### src/enclave_gate_pkg.sv
// shared constants and types for the enclave debug and trace gating block
package enclave_gate_pkg;

  // register byte offsets
  localparam logic [7:0] CTRL_OFS = 8'h00;
  localparam logic [7:0] STATE_OFS = 8'h04;
  localparam logic [7:0] PERF_HI_OFS = 8'h08;
  localparam logic [7:0] SIB_CFG_OFS = 8'h0C;

  // control register fields
  localparam int CTRL_SSTEP_BIT = 0;
  localparam int CTRL_LBR_BIT = 1;
  localparam int CTRL_FAR_FILTER_BIT = 8;
  localparam logic [31:0] CTRL_RESET = 32'h0000_0000;
  localparam logic [31:0] CTRL_MASK = 32'h0000_0103;

  // state register fields
  localparam int STATE_IN_ENCL_BIT = 0;
  localparam int STATE_OPT_IN_BIT = 1;
  localparam int STATE_SUPPRESS_BIT = 2;

  // perf_global_status bit 60 lives in the upper word at bit 28
  localparam int PERF_FLAG_BIT = 28;

  // sibling counter qualifier width and reset
  localparam int SIB_CNT = 4;
  localparam logic [SIB_CNT-1:0] SIB_RESET = 4'h0;

  // trap opcodes, vectors and event type
  localparam logic [7:0] OPC_DEBUG_TRAP = 8'hF1;
  localparam logic [7:0] OPC_BREAKPOINT = 8'hCC;
  localparam logic [7:0] VEC_DEBUG = 8'h01;
  localparam logic [7:0] VEC_BREAKPOINT = 8'h03;
  localparam logic [7:0] VEC_INVALID_OP = 8'h06;
  localparam logic [2:0] EVT_HW_EXCEPTION = 3'h3;
  localparam logic [3:0] INSN_LEN_ZERO = 4'h0;

  // branch source slot predicted marker
  localparam int PRED_BIT = 63;

  // enclave leaf classes for data breakpoint gating
  typedef enum logic [2:0] {
    LEAF_NONE = 3'h0,
    LEAF_MGMT = 3'h1,
    LEAF_ENTER = 3'h2,
    LEAF_KEY = 3'h3,
    LEAF_REPORT = 3'h4
  } leaf_t;

  // record sequencer, gray along idle -> second push
  typedef enum logic [1:0] {
    SEQ_IDLE = 2'b00,
    SEQ_EVENT = 2'b01
  } seq_t;

  // one branch record
  typedef struct packed {
    logic valid;
    logic non_tx;
    logic [63:0] src;
    logic [63:0] dst;
  } branch_rec_t;

  // one trap exception report
  typedef struct packed {
    logic valid;
    logic [7:0] vector;
    logic [2:0] evt_type;
    logic [3:0] insn_len;
    logic [63:0] ssa_ip;
    logic [63:0] stack_ip;
  } trap_rep_t;

endpackage

### src/enclave_debug_trace_gating.sv
// enclave debug, branch trace and counter gating for one thread
`timescale 1ns/10ps
module enclave_debug_trace_gating
  import enclave_gate_pkg::*;
(
  input wire logic sys_clk, // core clock, 100 MHz
  input wire logic srst, // synchronous reset, active high
  // apb slave
  input wire logic psel, // slave select
  input wire logic penable, // access phase
  input wire logic pwrite, // write when high
  input wire logic [7:0] paddr, // byte address
  input wire logic [31:0] pwdata, // write data
  output logic [31:0] prdata, // read data
  output logic pready, // transfer done
  output logic pslverr, // unmapped address
  // enclave transitions, one-cycle pulses
  input wire logic entry_valid, // enter or resume retired
  input wire logic entry_is_resume, // entry used the resume op
  input wire logic debug_opt_in_flag, // flag of the control structure
  input wire logic [63:0] entry_ip, // address of entry instruction
  input wire logic [63:0] entry_dest, // entry destination
  input wire logic sync_exit_valid, // enclave_sync_exit retired
  input wire logic [63:0] sync_exit_ip, // address of exit instruction
  input wire logic [63:0] sync_exit_dest, // exit destination
  input wire logic async_exit_valid, // enclave_async_exit done
  input wire logic [63:0] state_save_ip, // ip saved in state_save_area
  input wire logic [63:0] landing_point, // async_exit_landing_point
  input wire logic event_pushes_rec, // causing event records a branch
  input wire logic [63:0] event_target, // causing event destination
  input wire logic branch_valid, // branch retired inside enclave
  input wire logic [63:0] branch_src, // branch source
  input wire logic [63:0] branch_dst, // branch target
  // data accesses of enclave ops
  input wire logic access_valid, // access checked this cycle
  input wire logic access_implicit, // implicit access by the op
  input wire logic access_protected, // operand in protected memory
  input wire leaf_t access_leaf, // which leaf made it
  input wire logic access_raw_hit, // raw breakpoint address match
  // trap opcodes
  input wire logic opcode_valid, // opcode retired inside enclave
  input wire logic [7:0] opcode, // its first byte
  input wire logic [63:0] opcode_ip, // its address
  input wire logic sibling_opt_out, // other thread runs opt-out
  // outputs
  output logic bp_match, // data breakpoint match
  output trap_rep_t trap_rep, // fault report for the trap opcodes
  output logic single_step_trap, // branch single-step trap
  output branch_rec_t branch_rec, // record to push
  output logic fixed0_run, // fixed_counter_zero may count
  output logic pmc_run, // programmable_counter may count
  output logic precise_event_sampling_run, // precise_event_sampling may record
  output logic fixed12_run, // cycle counters may count
  output logic own_opt_out, // tells sibling we run opt-out
  output logic [SIB_CNT-1:0] count_both_threads // effective qualifiers
);

  logic [31:0] ctrl_q;
  logic [SIB_CNT-1:0] sib_cfg_q;
  logic side_channel_interference_flag_q;
  logic in_encl_q;
  logic opt_in_q;
  logic lbr_at_entry_q;
  logic [63:0] entry_ip_q;
  seq_t seq_q;
  seq_t seq_d;
  logic [63:0] evt_target_q;
  logic [63:0] landing_q;
  logic pready_q;
  logic pslverr_q;
  logic [31:0] prdata_q;
  logic bp_q;
  trap_rep_t trap_q;
  logic sstep_q;
  branch_rec_t rec_q;
  branch_rec_t rec_d;
  logic suppress_q;
  logic run_q;
  logic [SIB_CNT-1:0] both_q;
  logic map_is_trap;
  logic [7:0] map_vector;
  logic any_exit;
  logic wr_en;
  logic rd_en;
  logic far_ok;
  logic lbr_en;

  // registered output drive, fixed12_run tied high
  assign prdata = prdata_q;
  assign pready = pready_q;
  assign pslverr = pslverr_q;
  assign bp_match = bp_q;
  assign trap_rep = trap_q;
  assign single_step_trap = sstep_q;
  assign branch_rec = rec_q;
  assign fixed0_run = run_q;
  assign pmc_run = run_q;
  assign precise_event_sampling_run = run_q;
  assign fixed12_run = 1'b1;
  assign own_opt_out = suppress_q;
  assign count_both_threads = both_q;

  // true when the register address is mapped
  function automatic logic addr_hit(input logic [7:0] a);
    addr_hit = (a == CTRL_OFS) || (a == STATE_OFS) ||
      (a == PERF_HI_OFS) || (a == SIB_CFG_OFS);
  endfunction

  // build an enclave-op record: predicted and non-transactional
  function automatic branch_rec_t encl_rec(input logic [63:0] s,
                                           input logic [63:0] d);
    branch_rec_t r;
    r.valid = 1'b1;
    r.non_tx = 1'b1;
    r.src = s;
    r.src[PRED_BIT] = 1'b1;
    r.dst = d;
    encl_rec = r;
  endfunction

  assign any_exit = sync_exit_valid | async_exit_valid;
  // pready rises in the second access cycle, so every access takes two
  assign wr_en = psel & penable & pwrite & pready_q;
  assign rd_en = psel & penable & ~pwrite & ~pready_q;
  assign lbr_en = ctrl_q[CTRL_LBR_BIT];
  // far filter: a set filter bit drops enclave transition records
  assign far_ok = ~ctrl_q[CTRL_FAR_FILTER_BIT];

  trap_opcode_map u_map (
    .opcode(opcode),
    .opt_in(opt_in_q),
    .is_trap(map_is_trap),
    .vector(map_vector)
  );

  // apb handshake, one wait state then a one-cycle pready
  always_ff @(posedge sys_clk) begin
    if (srst) begin
      pready_q <= 1'b0;
      pslverr_q <= 1'b0;
    end else begin
      pready_q <= psel & penable & ~pready_q;
      pslverr_q <= psel & penable & ~pready_q & ~addr_hit(paddr);
    end
  end

  // read data captured on the same edge that raises pready
  always_ff @(posedge sys_clk) begin
    if (srst) begin
      prdata_q <= 32'h0000_0000;
    end else if (rd_en) begin
      case (paddr)
        CTRL_OFS: prdata_q <= ctrl_q;
        STATE_OFS: prdata_q <= {29'h0000_0000, suppress_q, opt_in_q,
                                in_encl_q};
        PERF_HI_OFS: prdata_q <= {3'h0, side_channel_interference_flag_q,
                                  28'h000_0000};
        SIB_CFG_OFS: prdata_q <= {28'h000_0000, sib_cfg_q};
        default: prdata_q <= 32'h0000_0000;
      endcase
    end
  end

  // software configuration registers
  always_ff @(posedge sys_clk) begin
    if (srst) begin
      ctrl_q <= CTRL_RESET;
      sib_cfg_q <= SIB_RESET;
    end else if (wr_en && paddr == CTRL_OFS) begin
      ctrl_q <= pwdata & CTRL_MASK;
    end else if (wr_en && paddr == SIB_CFG_OFS) begin
      sib_cfg_q <= pwdata[SIB_CNT-1:0];
    end
  end

  // interference flag: opt-out entry sets, write-one clears, set wins
  always_ff @(posedge sys_clk) begin
    if (srst) begin
      side_channel_interference_flag_q <= 1'b0;
    end else if (entry_valid && !debug_opt_in_flag) begin
      side_channel_interference_flag_q <= 1'b1;
    end else if (wr_en && paddr == PERF_HI_OFS &&
                 pwdata[PERF_FLAG_BIT]) begin
      side_channel_interference_flag_q <= 1'b0;
    end
  end

  // entry class latched; an exit in the same cycle wins
  always_ff @(posedge sys_clk) begin
    if (srst) begin
      in_encl_q <= 1'b0;
      opt_in_q <= 1'b0;
      lbr_at_entry_q <= 1'b0;
      entry_ip_q <= 64'h0000_0000_0000_0000;
    end else if (any_exit) begin
      in_encl_q <= 1'b0;
      opt_in_q <= 1'b0;
    end else if (entry_valid) begin
      in_encl_q <= 1'b1;
      opt_in_q <= debug_opt_in_flag;
      lbr_at_entry_q <= lbr_en;
      entry_ip_q <= entry_ip;
    end
  end

  // data breakpoint gating per leaf and operand location
  always_ff @(posedge sys_clk) begin
    if (srst) begin
      bp_q <= 1'b0;
    end else begin
      bp_q <= access_valid & access_raw_hit &
        (~access_protected |
         (~access_implicit & in_encl_q & opt_in_q &
          (access_leaf == LEAF_KEY || access_leaf == LEAF_REPORT)));
    end
  end

  // trap opcodes become faults with zero length
  always_ff @(posedge sys_clk) begin
    if (srst) begin
      trap_q <= '0;
    end else begin
      trap_q.valid <= opcode_valid & in_encl_q & map_is_trap;
      trap_q.vector <= map_vector;
      trap_q.evt_type <= EVT_HW_EXCEPTION;
      trap_q.insn_len <= INSN_LEN_ZERO;
      trap_q.ssa_ip <= opcode_ip;
      trap_q.stack_ip <= landing_point;
    end
  end

  // branch single-step: opt-in enter and sync exits only
  always_ff @(posedge sys_clk) begin
    if (srst) begin
      sstep_q <= 1'b0;
    end else begin
      sstep_q <= ctrl_q[CTRL_SSTEP_BIT] &
        ((entry_valid & ~entry_is_resume & debug_opt_in_flag) |
         sync_exit_valid);
    end
  end

  // second record of an opt-out async exit waits one cycle
  always_ff @(posedge sys_clk) begin
    if (srst) begin
      seq_q <= SEQ_IDLE;
      evt_target_q <= 64'h0000_0000_0000_0000;
      landing_q <= 64'h0000_0000_0000_0000;
    end else begin
      seq_q <= seq_d;
      if (async_exit_valid) begin
        evt_target_q <= event_target;
        landing_q <= landing_point;
      end
    end
  end

  // record selection; the core spaces exits so the second push is free
  always_comb begin
    seq_d = SEQ_IDLE;
    rec_d = '0;
    case (seq_q)
      SEQ_EVENT: begin
        // event record now sourced at the landing point
        rec_d.valid = 1'b1;
        rec_d.src = landing_q;
        rec_d.dst = evt_target_q;
      end
      SEQ_IDLE: begin
        if (async_exit_valid && in_encl_q && opt_in_q && lbr_en) begin
          rec_d = encl_rec(state_save_ip, landing_point);
        end else if (async_exit_valid && in_encl_q && !opt_in_q &&
                     lbr_at_entry_q) begin
          rec_d = encl_rec(entry_ip_q, landing_point);
          seq_d = event_pushes_rec ? SEQ_EVENT : SEQ_IDLE;
        end else if (sync_exit_valid && in_encl_q && opt_in_q && lbr_en) begin
          rec_d = encl_rec(sync_exit_ip, sync_exit_dest);
        end else if (sync_exit_valid && in_encl_q && !opt_in_q &&
                     lbr_at_entry_q) begin
          // single record for the whole opt-out stay
          rec_d = encl_rec(entry_ip_q, sync_exit_dest);
        end else if (entry_valid && debug_opt_in_flag && lbr_en) begin
          rec_d = encl_rec(entry_ip, entry_dest);
        end else if (branch_valid && in_encl_q && opt_in_q && lbr_en) begin
          rec_d.valid = 1'b1;
          rec_d.src = branch_src;
          rec_d.dst = branch_dst;
        end
        // transition records obey the far filter
        if (rec_d.non_tx && !far_ok) begin
          rec_d.valid = 1'b0;
        end
      end
      default: begin
        seq_d = SEQ_IDLE;
      end
    endcase
  end

  // branch record output register
  always_ff @(posedge sys_clk) begin
    if (srst) begin
      rec_q <= '0;
    end else begin
      rec_q <= rec_d;
    end
  end

  // opt-out entry stops thread counters, any exit resumes them
  // run enable kept in its own flop so the outputs need no inverter
  always_ff @(posedge sys_clk) begin
    if (srst) begin
      suppress_q <= 1'b0;
      run_q <= 1'b1;
    end else if (any_exit) begin
      suppress_q <= 1'b0;
      run_q <= 1'b1;
    end else if (entry_valid) begin
      suppress_q <= ~debug_opt_in_flag;
      run_q <= debug_opt_in_flag;
    end
  end

  // demote both-threads counters while sibling runs opt-out
  always_ff @(posedge sys_clk) begin
    if (srst) begin
      both_q <= SIB_RESET;
    end else begin
      both_q <= sib_cfg_q & {SIB_CNT{~sibling_opt_out}};
    end
  end

  // a_class_latch
  a_class_latch: assert property (@(posedge sys_clk) disable iff (srst)
    entry_valid && !any_exit |=>
    in_encl_q && opt_in_q == $past(debug_opt_in_flag))
    else $error("entry class not latched");
  // a_bp_protected
  a_bp_protected: assert property (@(posedge sys_clk) disable iff (srst)
    access_valid && access_protected &&
    (access_leaf == LEAF_MGMT || access_leaf == LEAF_ENTER) |=> !bp_q)
    else $error("management leaf matched on protected operand");
  // a_bp_outside
  a_bp_outside: assert property (@(posedge sys_clk) disable iff (srst)
    access_valid && access_raw_hit && !access_protected |=> bp_q)
    else $error("outside operand did not match");
  // a_trap_optout
  a_trap_optout: assert property (@(posedge sys_clk) disable iff (srst)
    opcode_valid && in_encl_q && !opt_in_q && map_is_trap |=>
    trap_q.valid && trap_q.vector == VEC_INVALID_OP)
    else $error("opt-out trap not invalid opcode");
  // a_trap_report
  a_trap_report: assert property (@(posedge sys_clk) disable iff (srst)
    trap_q.valid |-> trap_q.evt_type == EVT_HW_EXCEPTION &&
    trap_q.insn_len == INSN_LEN_ZERO && trap_q.ssa_ip == $past(opcode_ip))
    else $error("trap report fields wrong");
  // a_sstep_resume
  a_sstep_resume: assert property (@(posedge sys_clk) disable iff (srst)
    entry_valid && entry_is_resume && !sync_exit_valid |=> !sstep_q)
    else $error("single-step after resume");
  // a_rec_order
  a_rec_order: assert property (@(posedge sys_clk) disable iff (srst)
    seq_q == SEQ_EVENT |-> rec_q.valid && rec_q.dst == landing_q ##1
    rec_q.valid && rec_q.src == landing_q)
    else $error("opt-out async records out of order");
  // a_rec_pred
  a_rec_pred: assert property (@(posedge sys_clk) disable iff (srst)
    rec_q.valid && rec_q.non_tx |-> rec_q.src[PRED_BIT])
    else $error("enclave record not predicted");
  // a_flag_set
  a_flag_set: assert property (@(posedge sys_clk) disable iff (srst)
    entry_valid && !debug_opt_in_flag |=> side_channel_interference_flag_q)
    else $error("interference flag not set");
  // a_count_resume
  a_count_resume: assert property (@(posedge sys_clk) disable iff (srst)
    suppress_q && any_exit |=> fixed0_run && pmc_run && precise_event_sampling_run)
    else $error("counters not resumed after exit");

  c_optout_stay: cover property (@(posedge sys_clk) disable iff (srst)
    entry_valid && !debug_opt_in_flag ##[1:20] async_exit_valid);
  c_optin_trap: cover property (@(posedge sys_clk) disable iff (srst)
    trap_q.valid && trap_q.vector == VEC_BREAKPOINT);
  c_two_records: cover property (@(posedge sys_clk) disable iff (srst)
    seq_q == SEQ_EVENT);

endmodule // enclave_debug_trace_gating

### src/trap_opcode_map.sv
// maps one-byte trap opcodes inside an enclave to fault vectors
`timescale 1ns/10ps
module trap_opcode_map
  import enclave_gate_pkg::*;
(
  input wire logic [7:0] opcode, // retired opcode byte
  input wire logic opt_in, // latched entry class
  output logic is_trap, // opcode is one of the two traps
  output logic [7:0] vector // exception vector to raise
);

  // opt-out hides both traps behind the invalid-opcode fault
  always_comb begin
    is_trap = (opcode == OPC_DEBUG_TRAP) || (opcode == OPC_BREAKPOINT);
    vector = VEC_INVALID_OP;
    if (opt_in && opcode == OPC_DEBUG_TRAP) begin
      vector = VEC_DEBUG;
    end else if (opt_in && opcode == OPC_BREAKPOINT) begin
      vector = VEC_BREAKPOINT;
    end
  end

endmodule // trap_opcode_map

### config.mk
export PLATFORM = sky130hd
export DESIGN_NAME = enclave_debug_trace_gating
export DESIGN_NICKNAME = d
export VERILOG_FILES = /design/src/enclave_gate_pkg.sv /design/src/enclave_debug_trace_gating.sv /design/src/trap_opcode_map.sv
export SDC_FILE = /design/constraint.sdc
export NUM_CORES = 1
export LEC_CHECK = 0
export ABC_AREA = 0
export BUFFER_PORTS_ARGS = -buffer_cell sky130_fd_sc_hd__buf_2
export CORE_AREA = 10 10 395 397
export CTS_BUF_LIST = sky130_fd_sc_hd__clkbuf_8
export CTS_CLUSTER_DIAMETER = 120
export DETAILED_ROUTE_END_ITERATION = 8
export DIE_AREA = 0 0 405 407
export GPL_TIMING_DRIVEN = 0
export MAX_ROUTING_LAYER = met4
export PLACE_DENSITY = 0.43
export SLEW_MARGIN = 20
export SYNTH_ARGS = -nofsm -noshare
export SYNTH_HDL_FRONTEND = slang
export SYNTH_SLANG_ARGS = --single-unit
### constraint.sdc
create_clock -name sys_clk -period 2.38 [get_ports sys_clk]
set_clock_uncertainty 0.05 [all_clocks]
set_input_delay 0.119 -clock sys_clk [delete_from_list [all_inputs] [get_ports sys_clk]]
set_output_delay 0.119 -clock sys_clk [all_outputs]
set_load 0.005 [all_outputs]
== Yosys cells after proc, flatten, opt, wreduce, memory -nomap -nowiden ==
Index checks and enable logic that the tools add are counted.

* Input port bits: 709
* Memories kept: 0
* Logic and storage cells: 129
* Bits in writable memories: 0
* Output and inout bits: 319
* Bits in latches: 0
* Flip-flop bits (word level): 515
* Memory bits (read-only): 0

* Bitwise logic cells: 33
* Mux-type cells: 20
* Shift-type cells: 0
* Multipliers: 0
* Add/subtract/negate cells: 0
* Eq/ne operators: 8
* Div/mod/pow operators: 0
* Reduce and logical (&&, ||, !) cells: 39
* $lt $le $gt $ge: 0

{| class="wikitable"
|+ Operators by type and width
! cell !! number
|-
| 2-to-1 mux 130 bit || 5
|-
| 2-to-1 mux 128 bit || 2
|-
| one-hot mux 128 bit (2 select lines) || 1
|-
| 2-to-1 mux 134 bit || 1
|-
| one-hot mux 29 bit (4 select lines) || 1
|-
| logical AND 1 bit || 23
|-
| AND 1 bit || 17
|-
| equality test 8 x 4 -> 1 bit, second input constant || 2
|-
| equality test 8 bit, second input constant || 2
|-
| NOT 1 bit || 12
|-
| equality test 8 x 3 -> 1 bit, second input constant || 1
|-
| zero test 8 bit || 1
|-
| 2-to-1 mux 1 bit || 8
|-
| OR reduction 2 bit || 3
|-
| logical OR 1 bit || 5
|-
| AND 4 bit || 1
|-
| AND reduction 2 bit || 2
|-
| OR reduction 4 bit || 1
|-
| equality test 3 x 2 -> 1 bit, second input constant || 1
|-
| equality test 3 bit, second input constant || 1
|-
| 2-to-1 mux 3 bit || 1
|-
| bitwise OR 1 bit || 3
|-
| equality test 2 x 1 -> 1 bit, second input constant || 1
|-
| zero test 1 bit || 2
|-
| other kinds (3) || 3
|}

== Logic depth before layout (Yosys ltp) ==
Gate-level depths: netlist of the first run.

* Depth after elaboration: 13
* Mapped depth: 7
* Depth with buffers taken out: 4

== By module ==
From an unflattened synthesis of the first run, not the netlist that was laid out.

* Cells, all modules: 2150
* Area total of the unflattened synthesis: 20194.4 um2

{| class="wikitable"
|+ By module, submodules not included
! module !! area an instance (um2) !! cells each !! instances !! sequential area each (um2)
|-
| enclave_debug_trace_gating || 20080.5 || 2135 || 1 || 9749.4
|-
| trap_opcode_map || 113.9 || 15 || 1 || 0.0
|}

== Worst setup path before layout of the first run ==
Ideal clock, no wire load.

* Kind: reg2reg
* Start point: register opt_in_q
* End point: register rec_q (netlist bit branch_rec[86])
* Path buffers: 3
* Setup slack: 0.649 ns
* Required time: 2.202 ns
* Arrival time: 1.553 ns
* Cell stages (with the launch flop): 8
* Library setup time: 0.128 ns
* Period minus slack after synthesis: 1.731 ns
* Cell sequence: dfxtp_1 -> mux2_4 -> and3_1 -> buf_2 -> buf_6 -> buf_6 -> a221oi_2 -> o22ai_1

* Word-level cells in the longest chain between the ends: 10
* Elaborated cells on any way between the ends: 19
* Those cells by class: 8 x mux; 11 x reduce/logical

{| class="wikitable"
|+ RTL lines
! element !! line !! source
|-
| start: declaration || enclave_debug_trace_gating.sv:62 || <nowiki>logic opt_in_q;</nowiki>
|-
| start signal: assignment || enclave_debug_trace_gating.sv:200 || <nowiki>opt_in_q <= debug_opt_in_flag;</nowiki>
|-
| logical AND 1 bit (2 in a row) || enclave_debug_trace_gating.sv:284 || <nowiki>end else if (branch_valid && in_encl_q && opt_in_q && lbr_en) begin</nowiki>
|-
| 2-to-1 mux 128 bit || enclave_debug_trace_gating.sv:284 ||
|-
| 2-to-1 mux 128 bit || enclave_debug_trace_gating.sv:282 || <nowiki>end else if (entry_valid && debug_opt_in_flag && lbr_en) begin</nowiki>
|-
| 2-to-1 mux 130 bit || enclave_debug_trace_gating.sv:278 || <nowiki>end else if (sync_exit_valid && in_encl_q && !opt_in_q &&</nowiki>
|-
| 2-to-1 mux 130 bit || enclave_debug_trace_gating.sv:276 || <nowiki>end else if (sync_exit_valid && in_encl_q && opt_in_q && lbr_en) begin</nowiki>
|-
| 2-to-1 mux 130 bit || enclave_debug_trace_gating.sv:272 || <nowiki>end else if (async_exit_valid && in_encl_q && !opt_in_q &&</nowiki>
|-
| 2-to-1 mux 130 bit * || enclave_debug_trace_gating.sv:270 || <nowiki>if (async_exit_valid && in_encl_q && opt_in_q && lbr_en) begin</nowiki>
|-
| 2-to-1 mux 130 bit * || enclave_debug_trace_gating.sv:262 || <nowiki>case (seq_q)</nowiki>
|-
| one-hot mux 128 bit (2 select lines) * || enclave_debug_trace_gating.sv:262 ||
|-
| end signal: assignment || enclave_debug_trace_gating.sv:305 || <nowiki>rec_q <= rec_d;</nowiki>
|-
| end: declaration || enclave_debug_trace_gating.sv:75 || <nowiki>branch_rec_t rec_q;</nowiki>
|}

Mark *: on every way between the ends. The rest lies on a longest branch, timed or not. The select of a mux whose other input is x is not followed.
A chain may end at the register's enable or synchronous reset.

== Worst setup path after layout of the first run ==
* Start point: register seq_q[0]
* End point: register rec_q (netlist bit branch_rec[100])

* Word-level cells in the longest chain between the ends: 2
* Elaborated cells on any way between the ends: 3
* Those cells by class: 1 x eq/ne; 1 x mux; 1 x reduce/logical

{| class="wikitable"
|+ RTL lines
! element !! line !! source
|-
| start: declaration || enclave_debug_trace_gating.sv:65 || <nowiki>seq_t seq_q;</nowiki>
|-
| start signal: assignment || enclave_debug_trace_gating.sv:250 || <nowiki>seq_q <= seq_d;</nowiki>
|-
| equality test 2 x 1 -> 1 bit or zero test 2 bit (tied branches) || enclave_debug_trace_gating.sv:262 ||
|-
| one-hot mux 128 bit (2 select lines) * || enclave_debug_trace_gating.sv:262 ||
|}

Mark *: on every way between the ends. The rest lies on a longest branch, timed or not.

==> results of run 1 <==
[what timing repair did]
| action | CTS | global route |
|---|---|---|
| hold endpoints to repair | 480 | 4 |
| hold buffers | 834 | 3 |
| pin swaps | 4 | 0 |
| endpoints found under the setup margin | 130 | 78 |
| resized for setup | 86 | 43 |
| setup buffers | 6 | 2 |
[placed cells by master, fill, tap and decap left out, types with 72 or more instances in the layout]
cell type	synthesis	final
buf_2	45	992
dlygate4sd3_1	0	835
dfxtp_1	482	479
o22ai_1	189	181
nor2_1	146	146
nand2_1	145	144
a221oi_1	150	143
mux2i_1	138	137
nor2b_1	129	129
o21ai_0	130	126
clkbuf_8	0	123
clkbuf_1	134	78
a21oi_1	77	77
and2_1	72	72
[kinds of logic (layout without fill, tap and decap cells)]
family / Yosys count / in the layout / synth area share
buffers and inverters: 257 / 2231 / 0.0629
muxes: 140 / 140 / 0.0704
DFF: 482 / 482 / 0.483
and+or+nand+nor: 595 / 595 / 0.151
AOI/OAI and AO/OA: 662 / 662 / 0.233
other: 2 / 71 / 0.000376
[worst max-delay path by stage]
stage,startpoint,end,slack [ns],cells after the start
2_1_floorplan,opt_in_q,branch_rec[86],0.65,7
3_3_place_gp,srst,trap_rep[136],-2.34,5
3_5_place_dp,in_encl_q,branch_rec[79],-1.09,6
4_1_cts,opt_in_q,branch_rec[82],-0.05,6
5_1_grt,seq_q[0],branch_rec[100],-0.05,6
6_report,seq_q[0],branch_rec[100],-0.06,6
[metrics by stage]
stage	std cells	hold slack [ns]	setup slack, ns	TNS, ns
4_1_cts	6074	0.0000303	-0.0486	-0.0865
3_3_place_gp	5060	0.252	-2.34	-490.64
5_1_grt	6095	0.0533	-0.0522	-0.313
3_5_place_dp	5072	0.253	-1.09	-124.60
6_report	6111	0.0948	-0.0577	-0.145
2_1_floorplan	2173	0.162	0.649	0
[worst max-delay path: stages (launching register included)]
cell and delay, ns:
dfxtp_2 0.41, inv_1 0.28, buf_6 0.27, clkbuf_2 0.31, o21ai_0 0.29, or3_1 0.45, o22ai_2 0.22
[per-layer routing]
| metal | share of wire | track usage |
|---|---|---|
| met2 | 0.48 | 0.331 |
| met1 | 0.41 | 0.238 |
| met5 | 0 | - |
| met4 | 0.039 | 0.0774 |
| met3 | 0.069 | 0.0418 |
[cell type report]
cell class                      count  area, um^2
Timing Repair Buffer             1812       13500
Antenna cell                       34        85.1
Tap cell                         1930        2410
Multi-Input combinational cell   1434        9400
Clock inverter                     45         359
Inverter                            9        37.5
Sequential cell                   482        9650
Clock buffer                      121        1670
Fill cell                       15900      109000
Buffer                            244        1400
[Yosys cell counts, drive strengths merged]
cell / number
dfxtp: 482
o21ai: 130
a221o: 1
o22ai: 189
nand2: 145
nand4: 8
or3: 63
inv: 9
or2: 1
mux2i: 138
nor3b: 2
nor2b: 129
and2: 72
a2111oi: 1
o211a: 1
nor4: 2
clkbuf: 134
conb: 2
o2bb2ai: 2
nand3: 4
o221a: 1
and4: 3
a31oi: 65
nor3: 3
buf: 114
and3: 3
or4: 2
mux2: 2
o221ai: 1
nand4b: 3
nor2: 149
a21oi: 77
o2111ai: 1
a41o: 1
a211oi: 1
a221oi: 190
o32ai: 1
and4b: 1
nand2b: 5
[registers in the layout (all words and copies together), names as in the netlist]
signal and count:
trap_rep 133, branch_rec 130, evt_target_q 64, landing_q 64, entry_ip_q 63, prdata 6, count_both_threads 4, sib_cfg_q 4
ctrl_q 3, bp_match 1, fixed0_run 1, in_encl_q 1, lbr_at_entry_q 1, opt_in_q 1, own_opt_out 1, pready 1
pslverr 1, seq_q 1, side_channel_interference_flag_q 1, single_step_trap 1
[where the power goes]
part / leakage (nW) / internal [W] / switching [W]
Combinational: 11.7 / 0.00173 / 0.00149
Clock: 1.14 / 0.00510 / 0.00420
Sequential: 3.95 / 0.00836 / 0.000129
Total: 16.8 / 0.0152 / 0.00582
==> results by group, run 1 <==
Cells and area
  • Final Cell Area: 0.0385 mm^2
  • Finished Core Util: 0.261
  • Nets: 4786
  • Layout cells sized above 1: 0.324
  • Area Growth Syn to Fin: 92.7%

Routing
  • Initial drt markers: 2369
  • First-pass DRT Iterations: 6
  • Routed Antenna Nets: 0
  • Via-per-instance ratio: 4.36
  • Detailed-route via count: 26600
  • Post-route DRC: 0
  • Final Routed Wirelength: 169000 um
  • DR WL/cell: 27.7 um

Global route
  • Largest net degree at the start of global routing: 20
  • First-pass GRT wire length: 225000 um
  • Grt ovf: 0
  • Vias in the first global route: 27700
  • GR Util All Layers: 0.200
  • Initial antenna violation count: 56

Timing
  • Max Fclk: 0.410 GHz
  • Slew @ Worst Pin: 1.02 ns
  • Max Slew Vio Count: 0
  • Unrepaired setup endpoints after global routing: yes
  • Period utilisation layout: 1.02
  • Hold Vio Cnt, Final: 0
  • Final Critical Period: 2.44 ns
  • Setup-failing EPs final: 4
  • Worst setup margin: -0.0577 ns
  • Max-slew headroom: 0.321

Floorplan
  • Area of the die: 0.165 mm^2
  • Core Area: 0.147 mm^2
  • Die height: 407 um
  • Die X: 405 um
  • Starting density of the core: 0.136
  • # IOs: 1028
  • Row count: 141

Power
  • Max VDD drop: 336 uV
  • Leak: 16.8 nW
  • Power Total: 0.0210 W
  • Pwr dens: 546 mW/mm^2

Synth
  • Unique masters post-synth: 46
  • Cell taking the most area after synthesis: dfxtp_1
  • Synth top area cells: dfxtp_1 (48%), mux2i_1 (6.9%), a221oi_1 (6.6%)
  • Post-synthesis sequential area ratio: 0.483
  • Synthesis-stage register bit count: 482
  • Post-synth top area share: 0.483
  • YS warnings: 0
  • Syn Inst Count: 2138
  • Mean post-synth cell area: 9.35 um^2
  • Synth Cell Area: 0.0200 mm^2

Clocking
  • TritonCTS Sinks: 482
  • CTS tree: yes
  • Clock buffer depth: 3
  • # H-tree levels: 3
  • Skew-Pair Late Insertion Delay: 0.80 ns
  • Root Buffer: clkbuf_8
  • Clock-pin transition on the worst setup and hold timing paths: 0.07 ns
  • Number of CTS-inserted buffers: 94

Setup path
  • Setup Crit Path Kind: flip-flop to flip-flop
  • Crit path DAT: 3.04 ns
  • R2R cell count: 6
  • Crit path max fanout: 10
  • Worst reg2reg startpoint: seq_q[0]
  • Startpoint types: flip-flop
  • Reg-to-reg slack, setup: -0.06 ns
  • RR Endpoint: branch_rec[100]
  • Worst setup EP type: flip-flop
  • CP required: 2.98 ns

Placed design
  • I/O Buffers: 957
  • DP Area: 0.0276 mm^2
  • Dpl hpwl: 132000 um
  • Global placer's final weighted congestion: 0.935

Outcome
  • Status: finished, violations left
  • Failing checks: negative setup slack

Hold path
  • Worst Hold Class: input pin to flip-flop
  • Min-delay src: landing_point[48]
  • End of the worst hold path: trap_rep[48]
  • Hold Path Cell Cnt: 3

Job
  • Total of max-cap violations: 0
No activity file was read; power rests on OpenSTA's default activity.
==> run 2: changes to the inputs <==
==> constraint.sdc (replaced) <==
create_clock -name sys_clk -period 2.5 [get_ports sys_clk]
set_clock_uncertainty 0.05 [all_clocks]
set_input_delay 0.125 -clock sys_clk [delete_from_list [all_inputs] [get_ports sys_clk]]
set_output_delay 0.125 -clock sys_clk [all_outputs]
set_load 0.005 [all_outputs]
==> run 2 against run 1 <==
The run still ends with negative setup slack left. Clock-buffer cell count did not move. Die area is the same. Critical path depth did not move. Maximum frequency is 6.5% lower. Via count shrank 0.19%. Sequential power down 4.8%. Sequential cell count did not move. Total power decreased by 4.9%. Worst setup slack worse by 0.050 ns. Final cell count is 0.20% lower. Critical path type unchanged. Critical endpoint is now branch_rec[79]. Highest routed layer unchanged.
==> results by group, run 2 (synthesis results as in run 1) <==
Timing
  • Slew @ Worst Pin: 1.05 ns (was 1.02 ns)
  • Setup TNS Final: -0.178 ns (was -0.145 ns)
  • Hold Vio Cnt, Final: 0 (unchanged)
  • Unrepaired setup endpoints after global routing: yes (unchanged)
  • Final Critical Period: 2.61 ns (was 2.44 ns)
  • Period utilisation layout: 1.04 (was 1.02)
  • Max Slew Vio Count: 0 (unchanged)
  • Max-slew headroom: 0.302 (was 0.321)
  • Worst setup margin: -0.108 ns (was -0.0577 ns)
  • Max Fclk: 0.383 GHz (was 0.410 GHz)
  • Setup-failing EPs final: 2 (was 4)
  • Fin Hold WS: 0.0981 ns (was 0.0948 ns)

Placed design
  • I/O Buffers: 957 (unchanged)
  • DP Area: 0.0276 mm^2 (unchanged)
  • Global placer's final weighted congestion: 0.935 (unchanged)
  • Dpl hpwl: 132000 um (unchanged)

Global route
  • GR Util All Layers: 0.200 (about the same)
  • Grt ovf: 0 (unchanged)
  • Vias in the first global route: 27600 (was 27700)
  • Initial antenna violation count: 54 (was 56)
  • Largest net degree at the start of global routing: 14 (was 20)
  • First-pass GRT wire length: 225000 um (about the same)

Clocking
  • # H-tree levels: 3 (unchanged)
  • Root Buffer: clkbuf_8 (unchanged)
  • TritonCTS Sinks: 482 (unchanged)
  • Clock buffer depth: 3 (unchanged)
  • Clock-pin transition on the worst setup and hold timing paths: 0.07 ns (about the same)
  • Number of CTS-inserted buffers: 94 (unchanged)
  • CTS tree: yes (unchanged)
  • Skew-Pair Late Insertion Delay: 0.79 ns (was 0.80 ns)

Routing
  • Post-route DRC: 0 (unchanged)
  • Via-per-instance ratio: 4.36 (about the same)
  • Initial drt markers: 2386 (was 2369)
  • DR WL/cell: 27.8 um (was 27.7 um)
  • First-pass DRT Iterations: 6 (unchanged)
  • Detailed-route via count: 26600 (about the same)
  • Routed Antenna Nets: 0 (unchanged)
  • Final Routed Wirelength: 169000 um (about the same)

Setup path
  • CP required: 3.09 ns (was 2.98 ns)
  • Crit path max fanout: 10 (unchanged)
  • CP max stage delay: 0.53 ns (was 0.45 ns)
  • Reg-to-reg slack, setup: -0.11 ns (was -0.06 ns)
  • R2R cell count: 6 (unchanged)
  • Worst setup EP type: flip-flop (unchanged)
  • RR Endpoint: branch_rec[79] (was branch_rec[100])
  • Crit. path cell count: 6 (unchanged)
  • Setup Crit Path Kind: flip-flop to flip-flop (unchanged)
  • Worst reg2reg startpoint: lbr_at_entry_q (was seq_q[0])
  • Crit path from: lbr_at_entry_q (was seq_q[0])
  • Delay-heaviest family, CP: buffers and inverters (unchanged)
  • Crit path DAT: 3.19 ns (was 3.04 ns)
  • Cell Chain, Critical Path: mux2_4 > and3_1 > buf_6 > clkbuf_1 > a221oi_1 > o22ai_2 (was inv_1 > buf_6 > clkbuf_2 > o21ai_0 > or3_1 > o22ai_2)
  • Startpoint types: flip-flop (unchanged)
  • Critical path buffers and inverters: 2 (was 3)
  • Slowest cell on crit path: dfxtp_1 (was or3_1)

Floorplan
  • Row count: 141 (unchanged)
  • Die height: 407 um (unchanged)
  • Starting density of the core: 0.136 (unchanged)
  • # IOs: 1028 (unchanged)
  • Area of the die: 0.165 mm^2 (unchanged)
  • Die X: 405 um (unchanged)
  • Core Area: 0.147 mm^2 (unchanged)

Cells and area
  • Final Cell Area: 0.0383 mm^2 (was 0.0385 mm^2)
  • Largest register FFs: 133 (unchanged)
  • Most frequent cells in the layout: buf_2 (996), dlygate4sd3_1 (819), dfxtp_1 (481) (was buf_2 (992), dlygate4sd3_1 (835), dfxtp_1 (479))
  • Nets: 4771 (was 4786)
  • Layout cells sized above 1: 0.322 (was 0.324)
  • Area Growth Syn to Fin: 91.4% (was 92.7%)
  • Finished Core Util: 0.259 (was 0.261)
  • Commonest non-fill, non-tap cell in the layout: buf_2 (unchanged)

Power
  • Leak: 16.7 nW (was 16.8 nW)
  • Power Total: 0.0200 W (was 0.0210 W)
  • Max VDD drop: 322 uV (was 336 uV)
  • Pwr dens: 523 mW/mm^2 (was 546 mW/mm^2)

Hold path
  • End of the worst hold path: trap_rep[47] (was trap_rep[48])
  • Worst Hold Class: input pin to flip-flop (unchanged)
  • Hold Path Cell Cnt: 3 (unchanged)
  • Min-delay src: landing_point[47] (was landing_point[48])

Job
  • Total of max-cap violations: 0 (unchanged)

Outcome
  • Status: finished, violations left (unchanged)
  • Failing checks: negative setup slack (unchanged)
-- run 2: worst max path at each step --
stage / to / slack, ns
floorplan: branch_rec[86] / 0.77
global placement: trap_rep[136] / -2.22
detailed placement: branch_rec[79] / -0.97
CTS: branch_rec[79] / -0.11
global route: branch_rec[79] / -0.12
finish: branch_rec[79] / -0.11
-- run 2: final cells by class --
type                            count  area (um^2)
Timing Repair Buffer             1796        13300
Fill cell                       15900       109000
Multi-Input combinational cell   1434         9340
Clock inverter                     45          359
Clock buffer                      121         1670
Sequential cell                   482         9650
Buffer                            245         1350
Inverter                            9         33.8
Antenna cell                       37         92.6
Tap cell                         1930         2410
-- run 2: tightest hold or removal path: cells and delay by family --
kind,cells,cell delay [ns]
buf+inv,2,0.66
simple gates,1,0.12
-- run 2: through the flow --
step                cells  setup WS (ns)
floorplan            2173          0.769
global placement     5060          -2.22
detailed placement   5072         -0.969
CTS                  6062         -0.107
global route         6079         -0.116
finish               6099         -0.108
-- run 2: repair_timing --
item | 4_1_cts | 5_1_grt
resized for setup | 62 | 30
buffers inserted | 6 | 2
pin swaps | 3 | 1
hold buffers | 819 | 0
setup endpoints to repair | 130 | 46
endpoints found under the hold margin | 480 | 0
-- run 2: power breakdown --
group	leakage, nW	internal, W	switching, W
Sequential	3.95	0.00796	0.000123
Clock	1.14	0.00486	0.00401
Combinational	11.6	0.00163	0.00141
Total	16.7	0.0144	0.00555
-- run 2: routing by layer --
metal	up-vias	global-route usage	share of wire	routed length (um)
met2	1537	0.331	0.48	81700
met1	13000	0.239	0.41	69800
met3	316	0.0415	0.070	11800
met5	-	-	0	0
li1	11700	-	-	-
met4	0	0.0763	0.036	6150
